===== config.mk =====
export PLATFORM = sky130hd
export DESIGN_NAME = msp_motion_fsm
export DESIGN_NICKNAME = d
export VERILOG_FILES = /design/src/rtl/msp_pkg.sv /design/src/rtl/msp_uv_timer.sv /design/src/rtl/msp_motion_fsm.sv
export SDC_FILE = /design/constraint.sdc
export NUM_CORES = 1
export LEC_CHECK = 0
export BUFFER_PORTS_ARGS = -buffer_cell sky130_fd_sc_hd__buf_2
export CORE_AREA = 4 4 170 172
export CTS_CLUSTER_DIAMETER = 40
export DETAILED_ROUTE_END_ITERATION = 10
export DIE_AREA = 0 0 174 176
export SLEW_MARGIN = 20
export SYNTH_ARGS = -nofsm -noshare
export SYNTH_HDL_FRONTEND = slang
export SYNTH_SLANG_ARGS = --single-unit

===== constraint.sdc =====
create_clock -name ref_clk_i -period 3.29 [get_ports ref_clk_i]
set_clock_uncertainty 0.2 [all_clocks]
set_input_delay 0.1645 -clock ref_clk_i [delete_from_list [all_inputs] [get_ports ref_clk_i]]
set_output_delay 0.1645 -clock ref_clk_i [all_outputs]
set_load 0.03 [all_outputs]

===== src/rtl/msp_pkg.sv =====
// shared constants of the motion state priority encoder
package msp_pkg;

  // register byte offsets
  localparam logic [4:0] REG_CMD = 5'h00;
  localparam logic [4:0] REG_STATUS = 5'h04;
  localparam logic [4:0] REG_TARGET = 5'h08;
  localparam logic [4:0] REG_ACTPOS = 5'h0C;
  localparam logic [4:0] REG_SAFE = 5'h10;
  localparam logic [4:0] REG_PARAM = 5'h14;
  localparam logic [4:0] REG_DUAL = 5'h18;

  // command opcodes, cmd register bits 3:0
  localparam logic [3:0] OP_GOTO_SAFE = 4'h1;
  localparam logic [3:0] OP_TWO_STAGE = 4'h2;
  localparam logic [3:0] OP_RAMP_HALT = 4'h3;
  localparam logic [3:0] OP_IMM_HALT = 4'h4;

  // cmd register fields for the two-stage command
  localparam int CMD_VMAX_GIVEN_BIT = 4;
  localparam int CMD_VMAX_LSB = 8;
  localparam int CMD_FIRST_LSB = 16;

  // param register fields
  localparam int PAR_VMAX_LSB = 0;
  localparam int PAR_VMIN_LSB = 4;
  localparam int PAR_ACC_LSB = 8;
  localparam int PAR_PROFILE_BIT = 12;
  localparam logic [12:0] PARAM_RESET = 13'h0000;

  // status register fields
  localparam int ST_STATE_LSB = 0;
  localparam int ST_TSD_BIT = 3;
  localparam int ST_UV_BIT = 4;
  localparam int ST_ELDEF_BIT = 5;
  localparam int ST_CP_BIT = 6;
  localparam int ST_VDD_BIT = 7;
  localparam int ST_HS_BIT = 8;
  localparam int ST_MISSED_BIT = 9;
  localparam int ST_ERR_BIT = 10;
  localparam int ST_STOP_ORIGIN_BIT = 11;
  localparam int ST_SAFE_EN_BIT = 12;
  localparam int ST_PHASE2_BIT = 13;

  // safe target: most negative code disables it
  localparam logic [10:0] SAFE_DISABLED = 11'h400;
  localparam logic [15:0] POS_RESET = 16'h0000;
  localparam logic [15:0] DUAL_RESET = 16'h0000;

  // undervoltage hold time
  localparam int unsigned CLK_HZ = 25000000;
  localparam int unsigned UV_HOLD_S = 15;
  localparam int unsigned UV_HOLD_CYCLES = UV_HOLD_S * CLK_HZ;

  typedef enum logic [2:0] {
    MSP_IDLE,
    MSP_STOPPED,
    MSP_SEEK,
    MSP_TWO,
    MSP_RHALT,
    MSP_IHALT,
    MSP_UVHALT,
    MSP_SHUT
  } msp_state_e;

endpackage : msp_pkg


===== src/rtl/msp_uv_timer.sv =====
// qualifies a level that must persist for a long hold time
`timescale 1ns/1ps
`default_nettype none
module msp_uv_timer #(
  parameter int unsigned HOLD = msp_pkg::UV_HOLD_CYCLES
) (
  // clock and reset
  input wire logic ref_clk_i,
  input wire logic arst_n_i,
  // level in, qualified level out
  input wire logic level_i,
  output logic long_o
);

  localparam int W = $clog2(HOLD + 1);
  localparam logic [W-1:0] LAST = W'(HOLD);

  logic [W-1:0] cnt_q;

  // counts while low battery persists, restarts when it recovers
  always_ff @(posedge ref_clk_i or negedge arst_n_i) begin
    if (!arst_n_i) begin
      cnt_q <= '0;
      long_o <= 1'b0;
    end else if (!level_i) begin
      cnt_q <= '0;
      long_o <= 1'b0;
    end else if (cnt_q != LAST) begin
      cnt_q <= cnt_q + W'(1);
    end else begin
      long_o <= 1'b1;
    end
  end

endmodule : msp_uv_timer
`default_nettype wire


===== src/rtl/msp_motion_fsm.sv =====
// motion state machine, fault flags and register slave
`timescale 1ns/1ps
`default_nettype none
// What this block does
// - error flag is OR of four fault flags
// - power-on reset enters idle standby first
// - two-stage uses own params, rest from RAM
// - second motion forces profile select to one
// - readout reports RAM velocities, not sequence ones
// - shutdown held until thermal, hard and error flags clear
// - flags clear only after readout and fault gone
// - params written mid-sequence apply when the two-stage state is left
// - safe enable when safe target not most negative
// - stop-origin set on leaving either halt state
// - stop-origin cleared first edge in stopped
// - stopped to seeking at lowest priority
// - missed-step never blocks target or safe commands
// - missed-step cleared only by status readout
// - long undervoltage forces a halt state
// - coil defect sets hard flag, halts, missed-step
// - thermal: stopped to shutdown, moving to ramped
// - readout in shutdown may return to stopped
module msp_motion_fsm #(
  parameter int unsigned UV_HOLD = msp_pkg::UV_HOLD_CYCLES
) (
  // clock and reset
  input wire logic ref_clk_i,
  input wire logic arst_n_i,
  // avalon-mm slave
  input wire logic [4:0] avs_address_i,
  input wire logic avs_read_i,
  input wire logic avs_write_i,
  input wire logic [31:0] avs_writedata_i,
  input wire logic [3:0] avs_byteenable_i,
  output logic [31:0] avs_readdata_o,
  output logic avs_waitrequest_o,
  // fault pins, asynchronous
  input wire logic thermal_i,
  input wire logic battery_low_i,
  input wire logic coil_defect_i,
  input wire logic charge_pump_fail_i,
  input wire logic logic_supply_reset_i,
  // motion generator, same clock
  input wire logic [15:0] act_pos_i,
  input wire logic motion_done_i,
  // motion outputs
  output logic [2:0] state_o,
  output logic [15:0] tag_pos_o,
  output logic [3:0] vmax_o,
  output logic [3:0] vmin_o,
  output logic [3:0] acc_o,
  output logic accel_profile_select_o,
  output logic safe_en_o,
  output logic stop_origin_o
);

  function automatic logic [31:0] merge(input logic [31:0] old_v,
                                        input logic [31:0] new_v,
                                        input logic [3:0] be);
    logic [31:0] r;
    r = old_v;
    for (int i = 0; i < 4; i++) begin
      if (be[i]) begin
        r[i*8 +: 8] = new_v[i*8 +: 8];
      end
    end
    return r;
  endfunction : merge

  function automatic logic moving(input msp_pkg::msp_state_e s);
    return s == msp_pkg::MSP_SEEK || s == msp_pkg::MSP_TWO;
  endfunction : moving

  // pin synchronisers
  logic [4:0] pin_raw;
  logic [4:0] sync1_q;
  logic [4:0] sync2_q;
  assign pin_raw = {logic_supply_reset_i, charge_pump_fail_i, coil_defect_i,
                    battery_low_i, thermal_i};
  genvar g;
  generate
    for (g = 0; g < 5; g++) begin : g_sync
      always_ff @(posedge ref_clk_i or negedge arst_n_i) begin
        if (!arst_n_i) begin
          sync1_q[g] <= 1'b0;
          sync2_q[g] <= 1'b0;
        end else begin
          sync1_q[g] <= pin_raw[g];
          sync2_q[g] <= sync1_q[g];
        end
      end
    end
  endgenerate
  logic thermal_s, batt_s, coil_s, cp_s, vdd_s, uv_long;
  assign {vdd_s, cp_s, coil_s, batt_s, thermal_s} = sync2_q;

  msp_uv_timer #(.HOLD(UV_HOLD)) u_uv_timer (
    .ref_clk_i(ref_clk_i),
    .arst_n_i(arst_n_i),
    .level_i(batt_s),
    .long_o(uv_long)
  );

  // bus handshake: one wait cycle, then taken
  logic req, take;
  assign req = avs_read_i | avs_write_i;
  assign take = req & ~avs_waitrequest_o;
  always_ff @(posedge ref_clk_i or negedge arst_n_i) begin
    if (!arst_n_i) begin
      avs_waitrequest_o <= 1'b1;
    end else begin
      avs_waitrequest_o <= ~(req & avs_waitrequest_o);
    end
  end

  logic wr, readout, cmd_tgt, cmd_safe, cmd_two, cmd_rh, cmd_ih, par_wr;
  logic [3:0] op;
  assign wr = take & avs_write_i;
  assign op = avs_writedata_i[3:0];
  assign readout = take & avs_read_i & (avs_address_i == msp_pkg::REG_STATUS);
  assign cmd_tgt = wr & (avs_address_i == msp_pkg::REG_TARGET);
  assign par_wr = wr & (avs_address_i == msp_pkg::REG_PARAM);
  logic op_wr;
  assign op_wr = wr & (avs_address_i == msp_pkg::REG_CMD) & avs_byteenable_i[0];
  assign cmd_safe = op_wr & (op == msp_pkg::OP_GOTO_SAFE);
  assign cmd_two = op_wr & (op == msp_pkg::OP_TWO_STAGE);
  assign cmd_rh = op_wr & (op == msp_pkg::OP_RAMP_HALT);
  assign cmd_ih = op_wr & (op == msp_pkg::OP_IMM_HALT);

  // state and flags
  msp_pkg::msp_state_e state_q, st_d;
  logic tsd_q, uv_q, eldef_q, cp_q, vdd_q, hs_q, missed_q, phase2_q;
  logic [15:0] dual_q;
  logic [10:0] safe_q;
  logic [12:0] param_q;
  logic [3:0] seq_vmax_q, seq_vmin_q, seq_acc_q;
  logic seq_prof_q;
  logic err_agg;
  assign err_agg = cp_q | uv_q | eldef_q | vdd_q;

  logic halted, tag_ne;
  assign halted = state_q == msp_pkg::MSP_RHALT || state_q == msp_pkg::MSP_IHALT;
  assign tag_ne = act_pos_i != tag_pos_o;

  // next state, in priority order per state
  always_comb begin
    st_d = state_q;
    case (state_q)
      msp_pkg::MSP_IDLE: st_d = msp_pkg::MSP_STOPPED;
      msp_pkg::MSP_STOPPED: begin
        if (uv_long) st_d = msp_pkg::MSP_UVHALT;
        else if (tsd_q || hs_q) st_d = msp_pkg::MSP_SHUT;
        else if (stop_origin_o) st_d = msp_pkg::MSP_STOPPED;
        else if (cmd_two) st_d = msp_pkg::MSP_TWO;
        else if (cmd_tgt || (cmd_safe && safe_en_o)) st_d = msp_pkg::MSP_SEEK;
        else if (tag_ne) st_d = msp_pkg::MSP_SEEK;
      end
      msp_pkg::MSP_SEEK, msp_pkg::MSP_TWO: begin
        if (coil_s || cp_s || cmd_ih) st_d = msp_pkg::MSP_IHALT;
        else if (uv_long) begin
          st_d = (state_q == msp_pkg::MSP_TWO) ? msp_pkg::MSP_IHALT
                                               : msp_pkg::MSP_UVHALT;
        end else if (tsd_q || cmd_rh) st_d = msp_pkg::MSP_RHALT;
        else if (motion_done_i &&
                 (state_q == msp_pkg::MSP_SEEK || phase2_q))
          st_d = msp_pkg::MSP_STOPPED;
      end
      msp_pkg::MSP_RHALT: begin
        if (coil_s || cp_s || cmd_ih) st_d = msp_pkg::MSP_IHALT;
        else if (uv_long) st_d = msp_pkg::MSP_UVHALT;
        else if (motion_done_i) st_d = msp_pkg::MSP_STOPPED;
      end
      msp_pkg::MSP_IHALT: if (motion_done_i) st_d = msp_pkg::MSP_STOPPED;
      msp_pkg::MSP_UVHALT: if (motion_done_i) st_d = msp_pkg::MSP_SHUT;
      msp_pkg::MSP_SHUT: begin
        if (!tsd_q && !hs_q && !err_agg) st_d = msp_pkg::MSP_STOPPED;
      end
      default: st_d = msp_pkg::MSP_IDLE;
    endcase
  end

  always_ff @(posedge ref_clk_i or negedge arst_n_i) begin
    if (!arst_n_i) begin
      state_q <= msp_pkg::MSP_IDLE;
      state_o <= 3'(msp_pkg::MSP_IDLE);
    end else begin
      state_q <= st_d;
      state_o <= 3'(st_d);
    end
  end

  // sticky fault flags, set wins over clear
  always_ff @(posedge ref_clk_i or negedge arst_n_i) begin
    if (!arst_n_i) begin
      tsd_q <= 1'b0;
      uv_q <= 1'b0;
      eldef_q <= 1'b0;
      cp_q <= 1'b0;
      vdd_q <= 1'b1;
      hs_q <= 1'b0;
    end else begin
      tsd_q <= thermal_s | (tsd_q & ~(readout & ~thermal_s));
      uv_q <= uv_long | (uv_q & ~(readout & ~batt_s));
      eldef_q <= coil_s | (eldef_q & ~(readout & ~coil_s));
      cp_q <= cp_s | (cp_q & ~(readout & ~cp_s));
      vdd_q <= vdd_s | (vdd_q & ~readout);
      hs_q <= coil_s | (hs_q & ~(readout & ~coil_s & ~thermal_s));
    end
  end

  always_ff @(posedge ref_clk_i or negedge arst_n_i) begin
    if (!arst_n_i) begin
      missed_q <= 1'b0;
    end else if ((coil_s || cp_s) && (moving(state_q) ||
                 state_q == msp_pkg::MSP_RHALT)) begin
      missed_q <= 1'b1;
    end else if (readout) begin
      missed_q <= 1'b0;
    end
  end

  always_ff @(posedge ref_clk_i or negedge arst_n_i) begin
    if (!arst_n_i) begin
      stop_origin_o <= 1'b0;
    end else if (halted && st_d != state_q) begin
      stop_origin_o <= 1'b1;
    end else if (state_q == msp_pkg::MSP_STOPPED) begin
      stop_origin_o <= 1'b0;
    end
  end

  // target position, accepted regardless of missed-step
  logic tgt_ok;
  assign tgt_ok = state_q == msp_pkg::MSP_STOPPED || moving(state_q);
  // byte-lane merged write values
  logic [31:0] tgt_m, par_m, safe_m, dual_m;
  assign tgt_m = merge({16'h0000, tag_pos_o}, avs_writedata_i,
                       avs_byteenable_i);
  assign par_m = merge({19'h0_0000, param_q}, avs_writedata_i,
                       avs_byteenable_i);
  assign safe_m = merge({21'h00_0000, safe_q}, avs_writedata_i,
                        avs_byteenable_i);
  assign dual_m = merge({16'h0000, dual_q}, avs_writedata_i,
                        avs_byteenable_i);
  always_ff @(posedge ref_clk_i or negedge arst_n_i) begin
    if (!arst_n_i) begin
      tag_pos_o <= msp_pkg::POS_RESET;
    end else if ((halted || state_q == msp_pkg::MSP_UVHALT) && motion_done_i) begin
      tag_pos_o <= act_pos_i;
    end else if (state_q == msp_pkg::MSP_STOPPED && cmd_two && st_d == cmd_two_st()) begin
      tag_pos_o <= avs_writedata_i[msp_pkg::CMD_FIRST_LSB +: 16];
    end else if (state_q == msp_pkg::MSP_TWO && !phase2_q && motion_done_i) begin
      tag_pos_o <= dual_q;
    end else if (tgt_ok && cmd_tgt) begin
      tag_pos_o <= tgt_m[15:0];
    end else if (tgt_ok && cmd_safe && safe_en_o) begin
      tag_pos_o <= {{5{safe_q[10]}}, safe_q};
    end
  end

  function automatic msp_pkg::msp_state_e cmd_two_st();
    return msp_pkg::MSP_TWO;
  endfunction : cmd_two_st

  // two-stage sequence phase and private parameter copy
  always_ff @(posedge ref_clk_i or negedge arst_n_i) begin
    if (!arst_n_i) begin
      phase2_q <= 1'b0;
      seq_vmax_q <= 4'h0;
      seq_vmin_q <= 4'h0;
      seq_acc_q <= 4'h0;
      seq_prof_q <= 1'b0;
    end else if (state_q != msp_pkg::MSP_TWO && st_d == msp_pkg::MSP_TWO) begin
      phase2_q <= 1'b0;
      seq_vmax_q <= avs_writedata_i[msp_pkg::CMD_VMAX_GIVEN_BIT]
                  ? avs_writedata_i[msp_pkg::CMD_VMAX_LSB +: 4]
                  : param_q[msp_pkg::PAR_VMAX_LSB +: 4];
      seq_vmin_q <= param_q[msp_pkg::PAR_VMIN_LSB +: 4];
      seq_acc_q <= param_q[msp_pkg::PAR_ACC_LSB +: 4];
      seq_prof_q <= param_q[msp_pkg::PAR_PROFILE_BIT];
    end else if (state_q == msp_pkg::MSP_TWO && motion_done_i) begin
      phase2_q <= 1'b1;
    end
  end

  // applied parameters, latched at each target command
  always_ff @(posedge ref_clk_i or negedge arst_n_i) begin
    if (!arst_n_i) begin
      vmax_o <= 4'h0;
      vmin_o <= 4'h0;
      acc_o <= 4'h0;
      accel_profile_select_o <= 1'b0;
    end else if (st_d == msp_pkg::MSP_TWO) begin
      vmax_o <= seq_vmax_q;
      vmin_o <= seq_vmin_q;
      acc_o <= seq_acc_q;
      accel_profile_select_o <= phase2_q | seq_prof_q;
    end else if (cmd_tgt || cmd_safe || state_q == msp_pkg::MSP_TWO) begin
      vmax_o <= param_q[msp_pkg::PAR_VMAX_LSB +: 4];
      vmin_o <= param_q[msp_pkg::PAR_VMIN_LSB +: 4];
      acc_o <= param_q[msp_pkg::PAR_ACC_LSB +: 4];
      accel_profile_select_o <= param_q[msp_pkg::PAR_PROFILE_BIT];
    end
  end

  // software registers
  always_ff @(posedge ref_clk_i or negedge arst_n_i) begin
    if (!arst_n_i) begin
      param_q <= msp_pkg::PARAM_RESET;
      safe_q <= msp_pkg::SAFE_DISABLED;
      dual_q <= msp_pkg::DUAL_RESET;
    end else if (wr) begin
      if (par_wr) param_q <= par_m[12:0];
      if (avs_address_i == msp_pkg::REG_SAFE) safe_q <= safe_m[10:0];
      if (avs_address_i == msp_pkg::REG_DUAL) dual_q <= dual_m[15:0];
    end
  end

  always_ff @(posedge ref_clk_i or negedge arst_n_i) begin
    if (!arst_n_i) begin
      safe_en_o <= 1'b0;
    end else begin
      safe_en_o <= safe_q != msp_pkg::SAFE_DISABLED;
    end
  end

  // read data, captured in the wait cycle
  logic [31:0] status_w;
  always_comb begin
    status_w = 32'h0000_0000;
    status_w[msp_pkg::ST_STATE_LSB +: 3] = 3'(state_q);
    status_w[msp_pkg::ST_TSD_BIT] = tsd_q;
    status_w[msp_pkg::ST_UV_BIT] = uv_q;
    status_w[msp_pkg::ST_ELDEF_BIT] = eldef_q;
    status_w[msp_pkg::ST_CP_BIT] = cp_q;
    status_w[msp_pkg::ST_VDD_BIT] = vdd_q;
    status_w[msp_pkg::ST_HS_BIT] = hs_q;
    status_w[msp_pkg::ST_MISSED_BIT] = missed_q;
    status_w[msp_pkg::ST_ERR_BIT] = err_agg;
    status_w[msp_pkg::ST_STOP_ORIGIN_BIT] = stop_origin_o;
    status_w[msp_pkg::ST_SAFE_EN_BIT] = safe_en_o;
    status_w[msp_pkg::ST_PHASE2_BIT] = phase2_q;
  end

  always_ff @(posedge ref_clk_i or negedge arst_n_i) begin
    if (!arst_n_i) begin
      avs_readdata_o <= 32'h0000_0000;
    end else if (avs_read_i && avs_waitrequest_o) begin
      case (avs_address_i)
        msp_pkg::REG_STATUS: avs_readdata_o <= status_w;
        msp_pkg::REG_TARGET: avs_readdata_o <= {16'h0000, tag_pos_o};
        msp_pkg::REG_ACTPOS: avs_readdata_o <= {16'h0000, act_pos_i};
        msp_pkg::REG_SAFE: avs_readdata_o <= {21'h00_0000, safe_q};
        msp_pkg::REG_PARAM: avs_readdata_o <= {19'h0_0000, param_q};
        msp_pkg::REG_DUAL: avs_readdata_o <= {16'h0000, dual_q};
        default: avs_readdata_o <= 32'h0000_0000;
      endcase
    end
  end

endmodule : msp_motion_fsm
`default_nettype wire


Word level (Yosys, flattened, before mapping)
Index checks and enable logic that the tools add are counted.

word-level totals
  output and inout port bits = 67
  bits in registers = 168

cells by class
  mux-type cells = 44
  equal/unequal tests = 27
  reduce and logical (&&, ||, !) cells = 50
  bitwise gates (word level) = 47
  $add $sub $neg = 1

operator list
  cell                     count
  $pmux W16 S6             1
  $mux W16                 5
  $mux W29                 2
  $mux W3                  15
  $add A29 B1 Y29 const B  1
  $ne A29 B29 Y1 const B   1
  $mux W4                  7
  $and A1 B1 Y1            24
  $pmux W3 S7              1
  $reduce_and A3 Y1        6
  $logic_and A1 B1 Y1      17
  $mux W8                  2
  $ne A16 B16 Y1           1
  $eq A5 B5 Y1 const B     3
  $logic_or A1 B1 Y1       13
  $eq A3 B3 Y1 const B     4
  $not A1 Y1               12
  $ne A11 B11 Y1 const B   1
  $or A1 B1 Y1             11
  $eq A5 B4 Y1 const B     2
  $mux W1                  10
  $ne A5 B5 Y1 const B     2
  $eq A3 B2 Y1 const B     3
  $eq A4 B2 Y1 const B     2
  16 further kinds         23

Logic depth before layout (Yosys ltp)
  word-level depth = 18
  gate-level depth with buffers = 9

Modules after synthesis
A second synthesis with hierarchy kept.

unflattened totals
  cell total of the unflattened synthesis = 808
  area total of the unflattened synthesis = 8,237.9 um^2

modules (own cells, without submodules)
  module          cells an instance  area an instance (um^2)  sequential area each (um^2)  times used
  msp_motion_fsm  624                6,531.3                  3,056.7                      1
  msp_uv_timer    184                1,706.6                  750.7                        1

Least setup slack after synthesis
No wires, ideal clock.

  path type = reg2reg
  from = register state_q[1]
  to = register acc_o[0]
  setup time = 125 ps
  period minus slack after synthesis = 2,798 ps
  buffers on the path = 1
  arrival = 2,473 ps
  stages on the path, launching flop included = 8
  setup slack = 492 ps
  cells stage by stage = dfrtp_1 -> or4_1 -> a41o_1 -> o31ai_1 -> a21oi_1 -> nand2_1 -> buf_2 -> mux2_2

on the way
  longest elaborated chain between the ends = 10

RTL lines
  what                                                  RTL line                                      RTL
  start: declaration                                    msp_motion_fsm.sv:131                         msp_pkg::msp_state_e state_q, st_d;
  start signal: assignment                              msp_motion_fsm.sv:184                         state_q <= msp_pkg::MSP_IDLE;
  start signal: assignment                              msp_motion_fsm.sv:187                         state_q <= st_d;
  $eq A3 B2 Y1                                          msp_motion_fsm.sv:148, msp_motion_fsm.sv:165
  $logic_or A1 B1 Y1                                    msp_motion_fsm.sv:165                         (state_q == msp_pkg::MSP_SEEK || phase2_q))
  $logic_and A1 B1 Y1                                   msp_motion_fsm.sv:164                         else if (motion_done_i &&
  $mux W3                                               msp_motion_fsm.sv:164
  $mux W3                                               msp_motion_fsm.sv:163                         end else if (tsd_q || cmd_rh) st_d = msp_pkg::MSP_RHALT;
  $mux W3                                               msp_motion_fsm.sv:160                         else if (uv_long) begin
  $mux W3                                               msp_motion_fsm.sv:159                         if (coil_s || cp_s || cmd_ih) st_d = msp_pkg::MSP_IHALT;
  $pmux W3 S7                                           msp_motion_fsm.sv:148                         case (state_q)
  $eq A3 B2 Y1                                          msp_motion_fsm.sv:293                         end else if (st_d == msp_pkg::MSP_TWO) begin
  $mux W4 / $reduce_bool A2 Y1 (equally long branches)  --
  end signal: assignment                                msp_motion_fsm.sv:296                         acc_o <= seq_acc_q;
  end signal: assignment                                msp_motion_fsm.sv:301                         acc_o <= param_q[msp_pkg::PAR_ACC_LSB +: 4];
  end: declaration                                      msp_motion_fsm.sv:51                          output logic [3:0] acc_o,

Several ways; a longest one is shown, not always the timed one.
A chain may end at the register's enable or synchronous reset.

Worst setup path after layout
  from = register state_q[1]
  to = register tag_pos_o[9]

on the way
  longest elaborated chain between the ends = 12

RTL lines
  what                                                                   RTL line                                                            RTL
  $eq A3 B2 Y1                                                           msp_motion_fsm.sv:71, msp_motion_fsm.sv:148, msp_motion_fsm.sv:165
  $logic_or A1 B1 Y1                                                     msp_motion_fsm.sv:165
  $logic_and A1 B1 Y1                                                    msp_motion_fsm.sv:164
  $mux W3                                                                msp_motion_fsm.sv:164
  $mux W3                                                                msp_motion_fsm.sv:163
  $mux W3                                                                msp_motion_fsm.sv:160
  $mux W3                                                                msp_motion_fsm.sv:159
  $pmux W3 S7                                                            msp_motion_fsm.sv:148
  $eq A3 B2 Y1                                                           msp_motion_fsm.sv:250                                               end else if (state_q == msp_pkg::MSP_STOPPED && cmd_two && st_d == cmd_two_st()) begin
  $logic_and A1 B1 Y1                                                    msp_motion_fsm.sv:250
  $ne A5 B5 Y1 (no source line) (tied with other cells)                  --
  $reduce_and A2 Y1 (no source line) / $mux W16 (equally long branches)  --
  end signal: assignment                                                 msp_motion_fsm.sv:249                                               tag_pos_o <= act_pos_i;
  end signal: assignment                                                 msp_motion_fsm.sv:251                                               tag_pos_o <= avs_writedata_i[msp_pkg::CMD_FIRST_LSB +: 16];
  end signal: assignment                                                 msp_motion_fsm.sv:253                                               tag_pos_o <= dual_q;
  end: declaration                                                       msp_motion_fsm.sv:48                                                output logic [15:0] tag_pos_o,

Several ways; a longest one is shown, not always the timed one.

==> results.yml <==
status:
  outcome: "completed"
clock_network:
  tritoncts: "built"
  root_buffer: "clkbuf_16"
  numCtsBuffers: 17
  cts_buffer_depth: 2
  htreeDepth: 4
  clk_latency_ns: 0.43
  path_clk_slew_ns: 0.07
  cts_sinks: 152
setup_path:
  slowest_stage: "dlygate4sd3_1"
  slowest_delay_ns: 0.57
  r2r-start: "state_q[1]"
  critical_path_arrival_ns: 3.34
  crit_type: "reg -> reg"
  crit_buf_inv: 3
  rrSetupSlack_ns: 0.11
  reg2reg_to: "tag_pos_o[9]"
  reg2reg_depth: 10
  crit_chain: "nand2b_1, or2_2, a31oi_1, o31ai_2, buf_4, a2111o_1, buf_12, a21oi_1, nor3b_1, dlygate4sd3_1"
  end_kind: "register"
  critPathRequiredTime_ns: 3.46
  path_max_fanout: 9
  crit_family: "buffers and inverters"
  start_kind: "register"
logic_synthesis:
  yosysTopAreaCellShare_pct: 46.2
  yosysWarnings: 0
  yosys.cell_types.count: 69
  synth_cells: 755
  yosysSeqAreaShare_pct: 47.2
  syn_area_per_cell_um2: 10.7
  synth_edf_count: 0
  synth_flop_cell: "dfrtp_1"
  async_flop_share_pct: 100
  synth_area_um2: 8070
  netlist_top_cells_count: "dfrtp_1, mux2_2, nand2_1"
  synth.largest_area_cell: "dfrtp_1"
  ys_seq_elements: 152
  synth.most_common_cell: "dfrtp_1"
  netlist_top_cells_area: "dfrtp_1, mux2_2, nand2_1"
route:
  viasPerCell: 5.15
  dr.first_iter.drc_count: 811
  totalWireLength_um: 24200
  drc: 0
  dr.pass1.iters: 6
  vias: 6695
  ant_nets: 0
  wl_per_cell_um: 18.6
timing:
  period_share_pct: 96.6
  worst_slack_ns: 0.111
  hold_ws_ns: 0.0294
  min_period_ns: 3.18
  hold_violations: 0
  max_freq_ghz: 0.315
  setup_violations: 0
  tns_ns: 0
  worst_pin_slew_ns: 0.837
  slew_viol_final: 0
  relSlewSlack_pct: 44.2
hold_path:
  hp-class: "in -> async"
placement:
  place_hpwl_um: 17100
  globalplace.congestion: 0.870
  numPortBuffers: 115
  pre_cts_slack_ns: 0.381
global_routing:
  grt_max_degree: 75
  grt_first_pass_wirelength_um: 38700
  grt_pass1_vias: 6647
  track_usage_pct: 15.8
  overflow: 0
  antenna_found_initial: 1
pwr:
  ir_drop_mv: 0.263
  powerDensity_nw_per_um2: 679
  p_leak_nw: 4.81
floorplan:
  initial_core_util_pct: 29.4
  die_w_um: 174
  die_y_um: 176
  dieArea_um2: 30600
  ios: 134
  rows: 61
  core_um2: 27500
layout:
  nFillCells: 2679
  diodes: 0
  area_delta_synth_final_pct: 29.6
  nets: 1009
  drive_above_1_share_pct: 32.1
run:
  drv_cap: 0
==> routing by layer <==
| layer | vias to the layer above | part of all wire (%) | track usage, % |
|---|---|---|---|
| met5 | - | 0.029 | 0 |
| li1 | 3129 | - | - |
| met4 | 2 | 0.89 | 3.46 |
| met3 | 19 | 6.9 | 3.66 |
| met2 | 264 | 46 | 25.0 |
| met1 | 3281 | 46 | 22.3 |
==> cells in the final DEF, fill, tap and decap left out, types with 16 or more instances in the layout <==
cell,n
dfrtp_1,146
buf_2,114
mux2_2,76
dlygate4sd3_1,58
nand2_1,53
nor2_1,47
a21oi_1,34
buf_4,30
o21ai_0,24
and2_1,24
nand3_1,23
xor2_1,21
xnor2_1,21
mux2i_1,17
clkbuf_16,17
conb_1,16
==> per-stage QoR <==
step                power [mW]  utilization [%]  cells  cell area, µm²
floorplan                 4.03                -    770            8130
global placement          4.71             33.0   1199            9070
detailed placement        4.74             33.0   1199            9070
CTS                       7.07             37.6   1289           10300
global route              7.46             38.1   1299           10500
finish                    7.10             38.1   1299           10500
==> power breakdown <==
group          internal [mW]  switching [mW]
logic                   1.06            1.31
registers               2.18           0.324
clock network           1.40           0.819
total                   4.64            2.46
==> flip-flops by register name, indices dropped and copies added (netlist names), 3 cells and up <==
name,cells
acc_o,4
avs_readdata_o,16
dual_q,16
param_q,13
safe_q,11
seq_acc_q,4
seq_vmax_q,4
seq_vmin_q,4
state_q,3
sync1_q,5
tag_pos_o,16
u_uv_timer.cnt_q,29
vmax_o,4
vmin_o,4
==> logic make-up after synthesis <==
kind of cell    count (synthesis)  share of synthesized area (%)
xor+xnor                       42                           4.56
compound gates                156                           15.0
flops                         152                           47.2
mux                            94                           12.8
fa+ha+maj                       2                          0.310
buf+inv                        65                           4.00
simple gates                  243                           16.1
other cells                     1                         0.0465
==> worst max-delay path by stage <==
stage	startpoint	endpoint	slack [ns]	depth (start not counted)
floorplan	state_q[1]	acc_o[0]	0.49	7
global placement	avs_waitrequest_o	seq_vmax_q[0]	0.41	7
detailed placement	avs_waitrequest_o	seq_vmax_q[0]	0.38	7
CTS	state_q[0]	tag_pos_o[15]	0.03	10
global route	avs_waitrequest_o	tag_pos_o[15]	-0.01	10
finish	state_q[1]	tag_pos_o[9]	0.11	10
==> timing repair <==
item                       in CTS  in global routing
resized for setup               0                 14
buffers inserted                0                 10
hold endpoints to repair      187                  0
setup endpoints to repair       0                  3
hold buffers                   58                  0
==> final cells by class <==
class | instances | area [µm²] | area share (%)
Clock buffer | 20 | 457 | 4.36
Clock inverter | 12 | 213 | 2.03
Inverter | 9 | 33.8 | 0.323
Multi-Input combinational cell | 553 | 4060 | 38.8
Sequential cell | 152 | 3810 | 36.4
Tap cell | 346 | 433 | 4.14
Timing Repair Buffer | 207 | 1460 | 13.9
Note: power is estimated with default switching activity, not from simulation.
